<file path="config.mk">
export PLATFORM = sky130hd
export DESIGN_NAME = pulse_timing_param_control
export DESIGN_NICKNAME = d
export VERILOG_FILES = /design/src/rtl/pulse_timing_pkg.sv /design/src/rtl/pulse_timing_param_control.sv
export VERILOG_INCLUDE_DIRS = /design/src /design/src/rtl
export SDC_FILE = /design/constraint.sdc
export NUM_CORES = 2
export LEC_CHECK = 0
export ABC_AREA = 0
export BUFFER_PORTS_ARGS = -buffer_cell sky130_fd_sc_hd__buf_2
export CORE_ASPECT_RATIO = 0.9
export CORE_MARGIN = 2
export CORE_UTILIZATION = 55
export DETAILED_ROUTE_END_ITERATION = 6
export PLACE_DENSITY = 0.75
export SLEW_MARGIN = 25
export SYNTH_ARGS = -nofsm -noshare
export SYNTH_HDL_FRONTEND = slang
export SYNTH_SLANG_ARGS = --single-unit
</file>
<file path="constraint.sdc">
create_clock -name clk_i -period 41 [get_ports clk_i]
set_clock_uncertainty 0.15 [all_clocks]
set_input_delay 4.1 -clock clk_i [delete_from_list [all_inputs] [get_ports clk_i]]
set_output_delay 4.1 -clock clk_i [all_outputs]
set_load 0.01 [all_outputs]
</file>
<file path="src/rtl/pulse_timing_defines.svh">
// constants for the pulse timing parameter block
// Overview of operation
// - width 10 ns to 9.89999 s, interlocked
// - single pulse starts delay after trigger
// - both delay writes share one value
// - delay accepted only within interlock range
// - duty write sets duty hold, tracks period
// - width write or width hold ends duty
// - duty read returns zero when hold off
// - hold selector width or duty, readable
// - last duty kept, restored on duty hold
// - external mode copies external pulse width
// - external mode refuses timing writes, code 221; lead and trail writes are still accepted
// - double pulse refused in external mode
// - double: pulse at trigger, second after delay
// - leading edge 5 ns to 10 ms
// - trailing edge 5 ns to 10 ms
// - tracking: lead change copied to trail
// - tracking: trail change copied to lead
// - edge ratio at most 20 to 1
// - both edges in one decade band
// - period 20 ns to 10 s, interlocked
`ifndef PULSE_TIMING_DEFINES_SVH
`define PULSE_TIMING_DEFINES_SVH
`define CLK_PS        64'd5000
`define NS2CYC(ns)    (((ns) * 64'd1000) / `CLK_PS)
`define PER_MIN_NS    64'd20
`define PER_MAX_NS    64'd10000000000
`define WID_MIN_NS    64'd10
`define WID_MAX_NS    64'd9899990000
`define DEL_MAX_NS    64'd9800000000
`define EDGE_MIN_NS   64'd5
`define EDGE_MAX_NS   64'd10000000
`define BAND_LO_NS    64'd5
`define BAND_HI_NS    64'd100
`define BAND_CNT      6
`define EDGE_RATIO    34'd20
`define DUTY_MIN      32'h0000000A
`define DUTY_MAX      32'h000003DE
`define DUTY_SCALE    42'd1000
`define ERR_EXT_CODE  8'hDD
`define ERR_RNG_CODE  8'hDE
`define ADR_CTRL      6'h00
`define ADR_PER       6'h04
`define ADR_WID       6'h08
`define ADR_DEL       6'h0C
`define ADR_DEL2      6'h10
`define ADR_DUTY      6'h14
`define ADR_LEAD      6'h18
`define ADR_TRAIL     6'h1C
`define ADR_STAT      6'h20
`define CTRL_HOLD     0
`define CTRL_EXT      1
`define CTRL_DBL      2
`define CTRL_TRACK    3
`define RST_PER       32'h000000C8
`define RST_WID       32'h00000014
`define RST_DEL       32'h00000000
`define RST_EDGE      32'h00000001
`define RST_DUTY      32'h000001F4
`endif

</file>
<file path="src/rtl/pulse_timing_pkg.sv">
// types for the pulse timing parameter block
package pulse_timing_pkg;
  typedef enum logic {HOLD_WIDTH, HOLD_DUTY} hold_e;
  typedef enum logic {GEN_IDLE, GEN_RUN} gen_e;
  typedef struct packed {
    logic [31:0] per;
    logic [31:0] wid;
    logic [31:0] del;
    logic [31:0] lead;
    logic [31:0] trail;
  } timing_s;
endpackage

</file>
<file path="src/rtl/pulse_timing_param_control.sv">
// pulse timing parameter registers, interlocks and pulse timing generator
`timescale 1ns/1ps
`default_nettype none
`include "pulse_timing_defines.svh"
module pulse_timing_param_control
  import pulse_timing_pkg::*;
(
  input  wire logic        clk_i,      // 200 MHz clock
  input  wire logic        rst_i,      // sync reset, active high
  input  wire logic        wb_cyc_i,   // wishbone cycle
  input  wire logic        wb_stb_i,   // wishbone strobe
  input  wire logic        wb_we_i,    // wishbone write
  input  wire logic [5:0]  wb_adr_i,   // byte address
  input  wire logic [3:0]  wb_sel_i,   // byte enables
  input  wire logic [31:0] wb_dat_i,   // write data
  output logic      [31:0] wb_dat_o,   // read data
  output logic             wb_ack_o,   // acknowledge
  input  wire logic        trig_i,     // trigger pin
  input  wire logic        ext_i,      // external width pin
  output logic             pulse_o,    // pulse timing to output stage
  output logic      [31:0] lead_o,     // leading edge time, cycles
  output logic      [31:0] trail_o,    // trailing edge time, cycles
  output logic             err_o       // error flag level
);
  // limits in clock cycles
  localparam logic [31:0] PER_MIN  = 32'(`NS2CYC(`PER_MIN_NS));
  localparam logic [31:0] PER_MAX  = 32'(`NS2CYC(`PER_MAX_NS));
  localparam logic [31:0] WID_MIN  = 32'(`NS2CYC(`WID_MIN_NS));
  localparam logic [31:0] WID_MAX  = 32'(`NS2CYC(`WID_MAX_NS));
  localparam logic [31:0] DEL_MAX  = 32'(`NS2CYC(`DEL_MAX_NS));
  localparam logic [31:0] EDGE_MIN = 32'(`NS2CYC(`EDGE_MIN_NS));
  localparam logic [31:0] EDGE_MAX = 32'(`NS2CYC(`EDGE_MAX_NS));
  localparam logic [33:0] BAND_LO  = 34'(`NS2CYC(`BAND_LO_NS));
  localparam logic [33:0] BAND_HI  = 34'(`NS2CYC(`BAND_HI_NS));

  timing_s     cur_ff;      // committed timing
  timing_s     nxt_cand;    // candidate after this write
  hold_e       hold_ff;     // width or duty held
  logic        ext_ff;      // external width mode
  logic        dbl_ff;      // double pulse mode
  logic        track_ff;    // edge tracking
  logic [31:0] duty_ff;     // remembered duty, per mille
  logic [31:0] nxt_duty;    // candidate duty
  hold_e       nxt_hold;    // candidate hold
  logic        nxt_ext;     // candidate external mode
  logic        nxt_dbl;     // candidate double mode
  logic        nxt_track;   // candidate tracking
  logic        ext_lock;    // write refused by external mode
  logic        bad_val;     // candidate violates a limit
  logic        wr_stb;      // accepted write
  logic        rd_stb;      // accepted read
  logic        ack_ff;      // registered ack
  logic [31:0] rdat_ff;     // registered read data
  logic        rng_err_ff;  // sticky range error
  logic        ext_err_ff;  // sticky external lock error
  logic [7:0]  code_ff;     // last error code
  logic [31:0] wdat;        // write data masked by byte enables
  logic [41:0] duty_prod;   // period times duty
  logic [31:0] duty_wid;    // width from duty
  logic [33:0] tr_sum;      // tracked edge value
  logic        set_rng;     // range error this cycle
  logic        set_ext;     // lock error this cycle

  // accept a request once, ack in the next cycle
  assign wr_stb = wb_cyc_i & wb_stb_i & ~ack_ff & wb_we_i;
  assign rd_stb = wb_cyc_i & wb_stb_i & ~ack_ff & ~wb_we_i;
  assign wb_ack_o = ack_ff;
  assign wb_dat_o = rdat_ff;
  assign err_o = rng_err_ff | ext_err_ff;

  // unselected bytes keep the stored value of the addressed register
  function automatic logic [31:0] merge(input logic [31:0] old);
    logic [31:0] r;
    r = old;
    for (int i = 0; i < 4; i++) begin
      if (wb_sel_i[i]) begin
        r[i*8 +: 8] = wb_dat_i[i*8 +: 8];
      end
    end
    return r;
  endfunction

  // edge pair is in one decade band and within ratio
  function automatic logic edges_ok(input logic [31:0] a, input logic [31:0] b);
    logic        band;
    logic [33:0] lo;
    logic [33:0] hi;
    logic [33:0] mn;
    logic [33:0] mx;
    band = 1'b0;
    lo = BAND_LO;
    hi = BAND_HI;
    mn = (a < b) ? {2'b00, a} : {2'b00, b};
    mx = (a < b) ? {2'b00, b} : {2'b00, a};
    for (int k = 0; k < `BAND_CNT; k++) begin
      if (mn >= lo && mx <= hi) begin
        band = 1'b1;
      end
      lo = 34'(lo * 34'd10);
      hi = 34'(hi * 34'd10);
    end
    return band && (mx <= 34'(mn * `EDGE_RATIO));
  endfunction

  // candidate settings for the addressed write
  always_comb begin
    wdat      = 32'h00000000;
    tr_sum    = 34'h000000000;
    nxt_cand  = cur_ff;
    nxt_duty  = duty_ff;
    nxt_hold  = hold_ff;
    nxt_ext   = ext_ff;
    nxt_dbl   = dbl_ff;
    nxt_track = track_ff;
    ext_lock  = 1'b0;
    if (wb_adr_i == `ADR_CTRL) begin
      wdat = merge({28'h0000000, track_ff, dbl_ff, ext_ff, hold_ff == HOLD_DUTY});
      nxt_hold  = wdat[`CTRL_HOLD] ? HOLD_DUTY : HOLD_WIDTH;
      nxt_ext   = wdat[`CTRL_EXT];
      nxt_dbl   = wdat[`CTRL_DBL];
      nxt_track = wdat[`CTRL_TRACK];
      ext_lock  = nxt_dbl & nxt_ext;  // never both modes at once
    end else if (wb_adr_i == `ADR_PER) begin
      nxt_cand.per = merge(cur_ff.per);
      ext_lock = ext_ff;
    end else if (wb_adr_i == `ADR_WID) begin
      nxt_cand.wid = merge(cur_ff.wid);
      nxt_hold = HOLD_WIDTH;
      ext_lock = ext_ff;
    end else if (wb_adr_i == `ADR_DEL || wb_adr_i == `ADR_DEL2) begin
      nxt_cand.del = merge(cur_ff.del);
      ext_lock = ext_ff;
    end else if (wb_adr_i == `ADR_DUTY) begin
      nxt_duty = merge(duty_ff);
      nxt_hold = HOLD_DUTY;
      ext_lock = ext_ff;
    end else if (wb_adr_i == `ADR_LEAD) begin
      nxt_cand.lead = merge(cur_ff.lead);
      tr_sum = {2'b00, cur_ff.trail} + {2'b00, nxt_cand.lead} - {2'b00, cur_ff.lead};
      if (track_ff) begin
        nxt_cand.trail = tr_sum[31:0];
      end
    end else if (wb_adr_i == `ADR_TRAIL) begin
      nxt_cand.trail = merge(cur_ff.trail);
      tr_sum = {2'b00, cur_ff.lead} + {2'b00, nxt_cand.trail} - {2'b00, cur_ff.trail};
      if (track_ff) begin
        nxt_cand.lead = tr_sum[31:0];
      end
    end
    // width derived from the candidate period and duty
    duty_prod = 42'({10'd0, nxt_cand.per} * {10'd0, nxt_duty});
    duty_wid  = 32'(duty_prod / `DUTY_SCALE);
    // duty hold recomputes width on any change, restoring the kept ratio
    if (nxt_hold == HOLD_DUTY) begin
      nxt_cand.wid = duty_wid;
    end
  end

  // ranges and interlocks on the whole candidate
  always_comb begin
    bad_val = 1'b0;
    if (nxt_cand.per < PER_MIN || nxt_cand.per > PER_MAX) begin
      bad_val = 1'b1;
    end
    if (nxt_cand.wid < WID_MIN || nxt_cand.wid > WID_MAX) begin
      bad_val = 1'b1;
    end
    if (nxt_cand.del > DEL_MAX) begin
      bad_val = 1'b1;
    end
    if (nxt_cand.lead < EDGE_MIN || nxt_cand.lead > EDGE_MAX) begin
      bad_val = 1'b1;
    end
    if (nxt_cand.trail < EDGE_MIN || nxt_cand.trail > EDGE_MAX) begin
      bad_val = 1'b1;
    end
    if (tr_sum[33:32] != 2'b00 && track_ff) begin
      bad_val = 1'b1;  // tracked edge went negative or too large
    end
    if (!edges_ok(nxt_cand.lead, nxt_cand.trail)) begin
      bad_val = 1'b1;
    end
    if (nxt_duty < `DUTY_MIN || nxt_duty > `DUTY_MAX) begin
      bad_val = 1'b1;
    end
    // the whole pulse with both edges fits in the period
    if ({2'b00, nxt_cand.del} + {2'b00, nxt_cand.wid} + {2'b00, nxt_cand.lead}
        + {2'b00, nxt_cand.trail} > {2'b00, nxt_cand.per}) begin
      bad_val = 1'b1;
    end
    // second pulse must not start before the first one ends
    if (nxt_dbl && {2'b00, nxt_cand.wid} + {2'b00, nxt_cand.lead}
        + {2'b00, nxt_cand.trail} > {2'b00, nxt_cand.del}) begin
      bad_val = 1'b1;
    end
  end

  assign set_ext = wr_stb & ext_lock & (wb_adr_i != `ADR_STAT);
  assign set_rng = wr_stb & ~ext_lock & bad_val & (wb_adr_i != `ADR_STAT);

  // commit candidate only when it is clean
  always_ff @(posedge clk_i) begin
    if (rst_i) begin
      cur_ff   <= '{`RST_PER, `RST_WID, `RST_DEL, `RST_EDGE, `RST_EDGE};
      duty_ff  <= `RST_DUTY;
      hold_ff  <= HOLD_WIDTH;
      ext_ff   <= 1'b0;
      dbl_ff   <= 1'b0;
      track_ff <= 1'b0;
    end else if (wr_stb && !ext_lock && !bad_val && wb_adr_i != `ADR_STAT) begin
      cur_ff   <= nxt_cand;
      duty_ff  <= nxt_duty;
      hold_ff  <= nxt_hold;
      ext_ff   <= nxt_ext;
      dbl_ff   <= nxt_dbl;
      track_ff <= nxt_track;
    end
  end

  // sticky errors, a new error wins over a clear
  always_ff @(posedge clk_i) begin
    if (rst_i) begin
      rng_err_ff <= 1'b0;
      ext_err_ff <= 1'b0;
      code_ff    <= 8'h00;
    end else begin
      if (wr_stb && wb_adr_i == `ADR_STAT && wb_sel_i[0]) begin
        rng_err_ff <= rng_err_ff & ~wb_dat_i[0];
        ext_err_ff <= ext_err_ff & ~wb_dat_i[1];
      end
      if (set_rng) begin
        rng_err_ff <= 1'b1;
        code_ff    <= `ERR_RNG_CODE;
      end
      if (set_ext) begin
        ext_err_ff <= 1'b1;
        code_ff    <= `ERR_EXT_CODE;
      end
    end
  end

  // bus ack and read data
  always_ff @(posedge clk_i) begin
    if (rst_i) begin
      ack_ff  <= 1'b0;
      rdat_ff <= 32'h00000000;
    end else begin
      ack_ff <= wb_cyc_i & wb_stb_i & ~ack_ff;
      if (rd_stb) begin
        if (wb_adr_i == `ADR_CTRL) begin
          rdat_ff <= {28'h0000000, track_ff, dbl_ff, ext_ff, hold_ff == HOLD_DUTY};
        end else if (wb_adr_i == `ADR_PER) begin
          rdat_ff <= cur_ff.per;
        end else if (wb_adr_i == `ADR_WID) begin
          rdat_ff <= cur_ff.wid;
        end else if (wb_adr_i == `ADR_DEL || wb_adr_i == `ADR_DEL2) begin
          rdat_ff <= cur_ff.del;
        end else if (wb_adr_i == `ADR_DUTY) begin
          rdat_ff <= (hold_ff == HOLD_DUTY) ? duty_ff : 32'h00000000;
        end else if (wb_adr_i == `ADR_LEAD) begin
          rdat_ff <= cur_ff.lead;
        end else if (wb_adr_i == `ADR_TRAIL) begin
          rdat_ff <= cur_ff.trail;
        end else if (wb_adr_i == `ADR_STAT) begin
          rdat_ff <= {16'h0000, code_ff, 6'h00, ext_err_ff, rng_err_ff};
        end else begin
          rdat_ff <= 32'h00000000;  // unmapped reads zero
        end
      end
    end
  end

  logic [2:0] trig_sync_ff;  // trigger synchroniser
  logic [2:0] ext_sync_ff;   // external pulse synchroniser
  logic       trig_lvl_ff;   // filtered trigger level
  logic       ext_lvl_ff;    // filtered external level
  logic       trig_rise;     // trigger event

  // three flops, change accepted when last two agree
  always_ff @(posedge clk_i) begin
    if (rst_i) begin
      trig_sync_ff <= 3'h0;
      ext_sync_ff  <= 3'h0;
      trig_lvl_ff  <= 1'b0;
      ext_lvl_ff   <= 1'b0;
    end else begin
      trig_sync_ff <= {trig_sync_ff[1:0], trig_i};
      ext_sync_ff  <= {ext_sync_ff[1:0], ext_i};
      if (trig_sync_ff[1] == trig_sync_ff[2]) begin
        trig_lvl_ff <= trig_sync_ff[2];
      end
      if (ext_sync_ff[1] == ext_sync_ff[2]) begin
        ext_lvl_ff <= ext_sync_ff[2];
      end
    end
  end

  assign trig_rise = (trig_sync_ff[1] == trig_sync_ff[2]) & trig_sync_ff[2] & ~trig_lvl_ff;

  gen_e        gen_ff;   // generator state
  logic [31:0] cnt_ff;   // cycles since trigger
  logic        pulse_ff; // pulse level
  logic        in_first; // inside first pulse window
  logic        in_del;   // inside delayed pulse window

  assign in_first = cnt_ff < cur_ff.wid;
  assign in_del = cnt_ff >= cur_ff.del && ({1'b0, cnt_ff} < {1'b0, cur_ff.del} + {1'b0, cur_ff.wid});

  // one period per trigger, triggers during a period are ignored
  always_ff @(posedge clk_i) begin
    if (rst_i) begin
      gen_ff <= GEN_IDLE;
      cnt_ff <= 32'h00000000;
    end else begin
      case (gen_ff)
        GEN_IDLE: begin
          if (trig_rise && !ext_ff) begin
            gen_ff <= GEN_RUN;
            cnt_ff <= 32'h00000000;
          end
        end
        GEN_RUN: begin
          if (cnt_ff >= cur_ff.per - 32'h00000001) begin
            gen_ff <= GEN_IDLE;
          end else begin
            cnt_ff <= cnt_ff + 32'h00000001;
          end
        end
        default: gen_ff <= GEN_IDLE;
      endcase
    end
  end

  // pulse level and edge times to output stage
  always_ff @(posedge clk_i) begin
    if (rst_i) begin
      pulse_ff <= 1'b0;
      lead_o   <= `RST_EDGE;
      trail_o  <= `RST_EDGE;
    end else begin
      lead_o  <= cur_ff.lead;
      trail_o <= cur_ff.trail;
      if (ext_ff) begin
        pulse_ff <= ext_lvl_ff;
      end else if (gen_ff != GEN_RUN) begin
        pulse_ff <= 1'b0;
      end else if (dbl_ff) begin
        pulse_ff <= in_first | in_del;
      end else begin
        pulse_ff <= in_del;
      end
    end
  end
  assign pulse_o = pulse_ff;
endmodule
`default_nettype wire

</file>
# Word-level counts from Yosys, hierarchy flattened
# Index checks and enable logic that the tools add are counted.
# Widths: inputs -> output; s select.
word_totals:
  out_inout_bits: 99
  reg_bits: 344
  in_bits: 49
  word_cells: 299
classes:
  n_eq_ne: 14
  div_mod_pow: 1
  n_mux: 157
  n_bitwise: 23
  order_cmp: 31
  reduce_logical: 34
  addsub: 12
  multipliers: 2
ops:
  columns: ["cell", "n"]
  rows:
  - ["$mux 32", 23]
  - ["$mux 8", 78]
  - ["$mux 64", 4]
  - ["$mux 34", 7]
  - ["$add 32x32->33", 5]
  - ["$mux 160", 1]
  - ["$mux 128", 1]
  - ["$gt 32x31->1 const B", 3]
  - ["$mux 96", 1]
  - ["$add 33x32->34", 2]
  - ["$gt 34x32->1", 2]
  - ["$sub 33x32->34", 2]
  - ["$ge 32x32->1", 2]
  - ["$gt 32x21->1 const B", 2]
  - ["$lt 32x1->1 const B", 2]
  - ["$lt 32x32->1", 2]
  - ["$pmux 32 s2", 1]
  - ["$div 42x10->42 const B", 1]
  - ["$mul 32x32->42", 1]
  - ["$mux 1", 37]
  - ["$add 34x32->34", 1]
  - ["$le 32x34->1", 1]
  - ["$lt 32x33->1", 1]
  - ["$add 32x1->32 const B", 1]
  - ["39 further kinds", 93]

# Longest topological paths before layout
logic_depth:
  word_depth: 37
  ltp_mapped: 192
  ltp_nobuf: 169

# Least setup slack after synthesis
# OpenSTA, ideal clock, no wires.
synth_path:
  path_type: "input to register"
  startpoint: "input wb_adr_i[3]"
  endpoint: "register duty_ff[0]"
  path_slack_ps: -2451
  required_time_ps: 40759
  stages: 178
  setup_time_ps: 91
  arrival_time_ps: 43210
  n_path_buf: 17
  path_cell_list: "or3_1 -> buf_6 -> buf_8 -> nor4_1 -> nand2_1 -> mux2_2 -> clkbuf_1 -> clkinv_1 -> clkbuf_1 -> nor2_1 -> fa_1 -> inv_1 -> fa_1 -> inv_1 -> fa_1 -> fa_1 -> fa_1 -> fa_1 -> (+142 left out) -> a2111oi_0 -> nand4_1 -> nor4_1 -> nand4_1 -> nor3_1 -> nand4_1 -> nor4_1 -> nand4_1 -> or4_1 -> a311oi_1 -> o41ai_1 -> a21oi_1 -> inv_1 -> a211oi_4 -> buf_6 -> buf_8 -> nor2_1 -> a311oi_1"
synth_rtl:
  columns: ["element", "line", "text"]
  rows:
  - ["start, declared", "pulse_timing_param_control.sv:13", "input wire logic [5:0] wb_adr_i,"]
  - ["end signal, assigned", "pulse_timing_param_control.sv:205", "duty_ff <= `RST_DUTY;"]
  - ["end signal, assigned", "pulse_timing_param_control.sv:212", "duty_ff <= nxt_duty;"]
  - ["end, declared", "pulse_timing_param_control.sv:42", "logic [31:0] duty_ff;"]

==> summary.txt <==
Run status
  • Status: finished, violations left
  • Failing checks: negative setup slack

Yosys
  • Flops & latches, synth: 340
  • Asr flop ratio synth: 0%
  • Seq/Total Area, Yosys: 9.66%
  • EDFF count, synth: 0
  • Ranking of synthesized cells by area: fa_1 24%, ha_1 12%, dfxtp_1 9.7%
  • Synth cell types: 162
  • Synthesized area per cell: 8.07 sq um
  • Synthesized instance count: 8731
  • Synth top area share: 23.6%
  • Net Count, Synth: 10268
  • Post-synth top flop: dfxtp_1
  • Netlist Area Pre-Place: 0.0704 sq mm
  • Synth area leader: fa_1
  • Synth Warn #: 0

Worst setup path
  • Worst setup SP type: primary input
  • Crit path top cell by count: buf_4
  • Highest cell delay on the worst timing path: 640 ps
  • CP endpoint kind: register
  • WS Path Type: in2reg
  • Data required, critical path: 41350 ps
  • Slowest-stage cell, CP: fa_2
  • Critical Path AT: 42310 ps
  • Crit Path Max Fanout: 8

Routing
  • Initial DRC count: 8972
  • Routed wire length: 295 mm
  • 1st-pass router iterations: 7
  • Per-cell routed wire length: 24.7 um
  • Via count: 73468
  • Final ANT Viol Nets: 0
  • DRC: 0
  • Routed vias/inst: 6.16

Timing
  • Worst slew pin tran: 1420 ps
  • Setup violators final: 199
  • Worst slew margin: 5.37%
  • Slew Viols, Final: 0
  • Minimum clock period: 41960 ps
  • Setup ws final: -963 ps
  • Final Hold Fails: 0
  • RSZ-0062 raised after global routing: yes
  • Max Freq: 23.8 MHz
  • Final Cycle Share: 102%

Die
  • Die Area: 0.131 sq mm
  • Core area: 0.127 sq mm
  • Die Y: 344 um
  • Starting Density: 55.4%
  • Die Wd: 381 um
  • Row Count: 124
  • Top Ports: 148

Min path
  • Hold Crit Class: reg2reg

GRT
  • Global Route Usage Sum: 43.5%
  • Vias in the first global route: 71585
  • First-pass GRT wire length: 436 mm
  • Initial antenna violation count: 17
  • Largest net degree at the start of global routing: 169
  • Total grt overflow: 0

Cells and area
  • Ratio of cells with drive above 1 in the final layout: 26.9%
  • Final Cell Area: 0.0913 sq mm
  • Final nets: 11733
  • Final non-filler cell total: 11936
  • Layout area overhead: 29.7%

Clocking
  • CTS root buffer: clkbuf_16
  • CTS max path bufs: 3
  • Cts hold-fix bufs: 0
  • Clock Latency Late Sink: 630 ps
  • CTS H-tree depth: 2
  • CTS tree: built
  • CTS Buf Count: 37
  • CTS clk-pin slew, worst paths: 70 ps
  • CTS Sinks: 340

Placed design
  • Post-DP HPWL: 233 mm
  • Placed cells: 11527
  • Port-buffer cells: 147
  • RePlAce Congestion: 1.12
  • Placed Area: 0.0826 sq mm

Flow run
  • Max-Cap Viols: 0
-- area by class of cell --
class / instances / area (sq um)
Fill cell: 9800 / 35700
Sequential cell: 340 / 6810
Multi-Input combinational cell: 6641 / 60900
Timing Repair Buffer: 1792 / 14900
Clock inverter: 25 / 299
Inverter: 1384 / 5260
Clock buffer: 43 / 988
Tap cell: 1701 / 2130
Antenna cell: 10 / 25.0
-- Yosys cell counts (33+ instances only) --
cell type and instances:
fa_1 831, nor4_1 53, clkbuf_1 228, mux2_2 66
o22ai_1 33, o221ai_1 33, a21o_1 101, o21a_1 67
o31ai_1 63, and3_1 36, nand4_1 83, or3_1 39
buf_4 35, nand3_1 128, a211oi_1 47, and2_1 62
mux2i_1 202, nor2_1 952, xor2_1 89, dfxtp_1 340
xnor2_1 292, o21ai_1 50, nor3_1 130, nand2_1 728
nand2b_1 116, a21oi_1 504, a311oi_1 81, inv_1 1360
o211ai_1 40, ha_1 657, nor2b_1 72, o21ai_0 357
o21bai_1 126, a31oi_1 44
-- worst max-delay path, delay by kind of cell --
kind | cells | cell delay [ps]
AO/OA/AOI/OAI | 87 | 17270
AND/OR/NAND/NOR | 38 | 7580
buffers and inverters | 45 | 6500
adder cells (fa/ha/maj) | 12 | 5240
multiplexers | 4 | 1000
XOR/XNOR | 4 | 550
-- per-layer routing --
metal / track usage (%) / wire length, um / vias to the layer above
met4: 19.3 / 17100 / 14
met3: 17.9 / 44800 / 914
li1: - / - / 32238
met2: 62.0 / 119000 / 4579
met1: 57.6 / 114000 / 35723
met5: 0 / 145 / -
-- state kept, by name (all words and copies together) (netlist names), 3 cells and up --
name	cells
cnt_ff	32
code_ff	3
cur_ff	160
duty_ff	32
ext_sync_ff	3
lead_o	32
trail_o	32
trig_sync_ff	3
wb_dat_o	32
-- layout by cell type (no fill, tap or decap), types with 45 or more instances in the layout --
cell | synthesis | final
buf_4 | 35 | 1446
inv_1 | 1360 | 1335
nor2_1 | 952 | 894
fa_1 | 831 | 793
nand2_1 | 728 | 707
ha_1 | 657 | 636
a21oi_1 | 504 | 434
dfxtp_1 | 340 | 340
o21ai_0 | 357 | 300
xnor2_1 | 292 | 258
mux2i_1 | 202 | 180
buf_2 | 29 | 146
o21bai_1 | 126 | 121
nand3_1 | 128 | 120
nor3_1 | 130 | 102
a21o_1 | 101 | 100
nand2b_1 | 116 | 90
buf_12 | 2 | 88
nand4_1 | 83 | 83
xor2_1 | 89 | 81
buf_6 | 29 | 81
nor2b_1 | 72 | 68
a21oi_2 | 4 | 64
o21a_1 | 67 | 62
a311oi_1 | 81 | 62
o21ai_1 | 50 | 54
nor2_2 | 21 | 54
o21ai_2 | 8 | 46
and2_1 | 62 | 45
clkbuf_16 | 0 | 45
-- final timing paths --
path,start,to,slack [ps],cells past startpoint
worst min-delay path,trig_sync_ff[0],trig_sync_ff[1],300,1
worst max-delay path,wb_adr_i[0],duty_ff[16],-960,190
worst max register to register,cur_ff[156],duty_ff[16],2790,186
worst min register to register,trig_sync_ff[0],trig_sync_ff[1],300,1
-- cell families after synthesis --
| kind of cell | count (synthesis) | share of synthesized area [%] |
|---|---|---|
| buffers and inverters | 1753 | 10.2 |
| AND/OR/NAND/NOR | 2559 | 16.8 |
| AO/OA/AOI/OAI | 1904 | 18.6 |
| adder cells (fa/ha/maj) | 1497 | 35.4 |
| flip-flops | 340 | 9.66 |
| multiplexers | 276 | 4.09 |
| XOR/XNOR | 402 | 5.34 |
-- metrics by stage --
stage	setup WS, ps	hold slack (ps)	setup TNS, ps	utilization [%]
5_1_grt	-2650	311	-510500	71.9
3_5_place_dp	-3290	285	-631120	65.0
2_1_floorplan	14.7	264	0	-
6_report	-963	297	-170370	71.9
3_3_place_gp	-2310	289	-444590	65.0
4_1_cts	-209	305	-21850	69.8
-- what timing repair did --
item                       4_1_cts  5_1_grt
pin swaps                      375      196
setup buffers                  220       98
setup endpoints to repair      200      200
gates resized for setup        579      385
gates cloned                    14       12
Power is not shown: default switching activity piles up to over one toggle a cycle in this logic, so the estimate is an artifact.
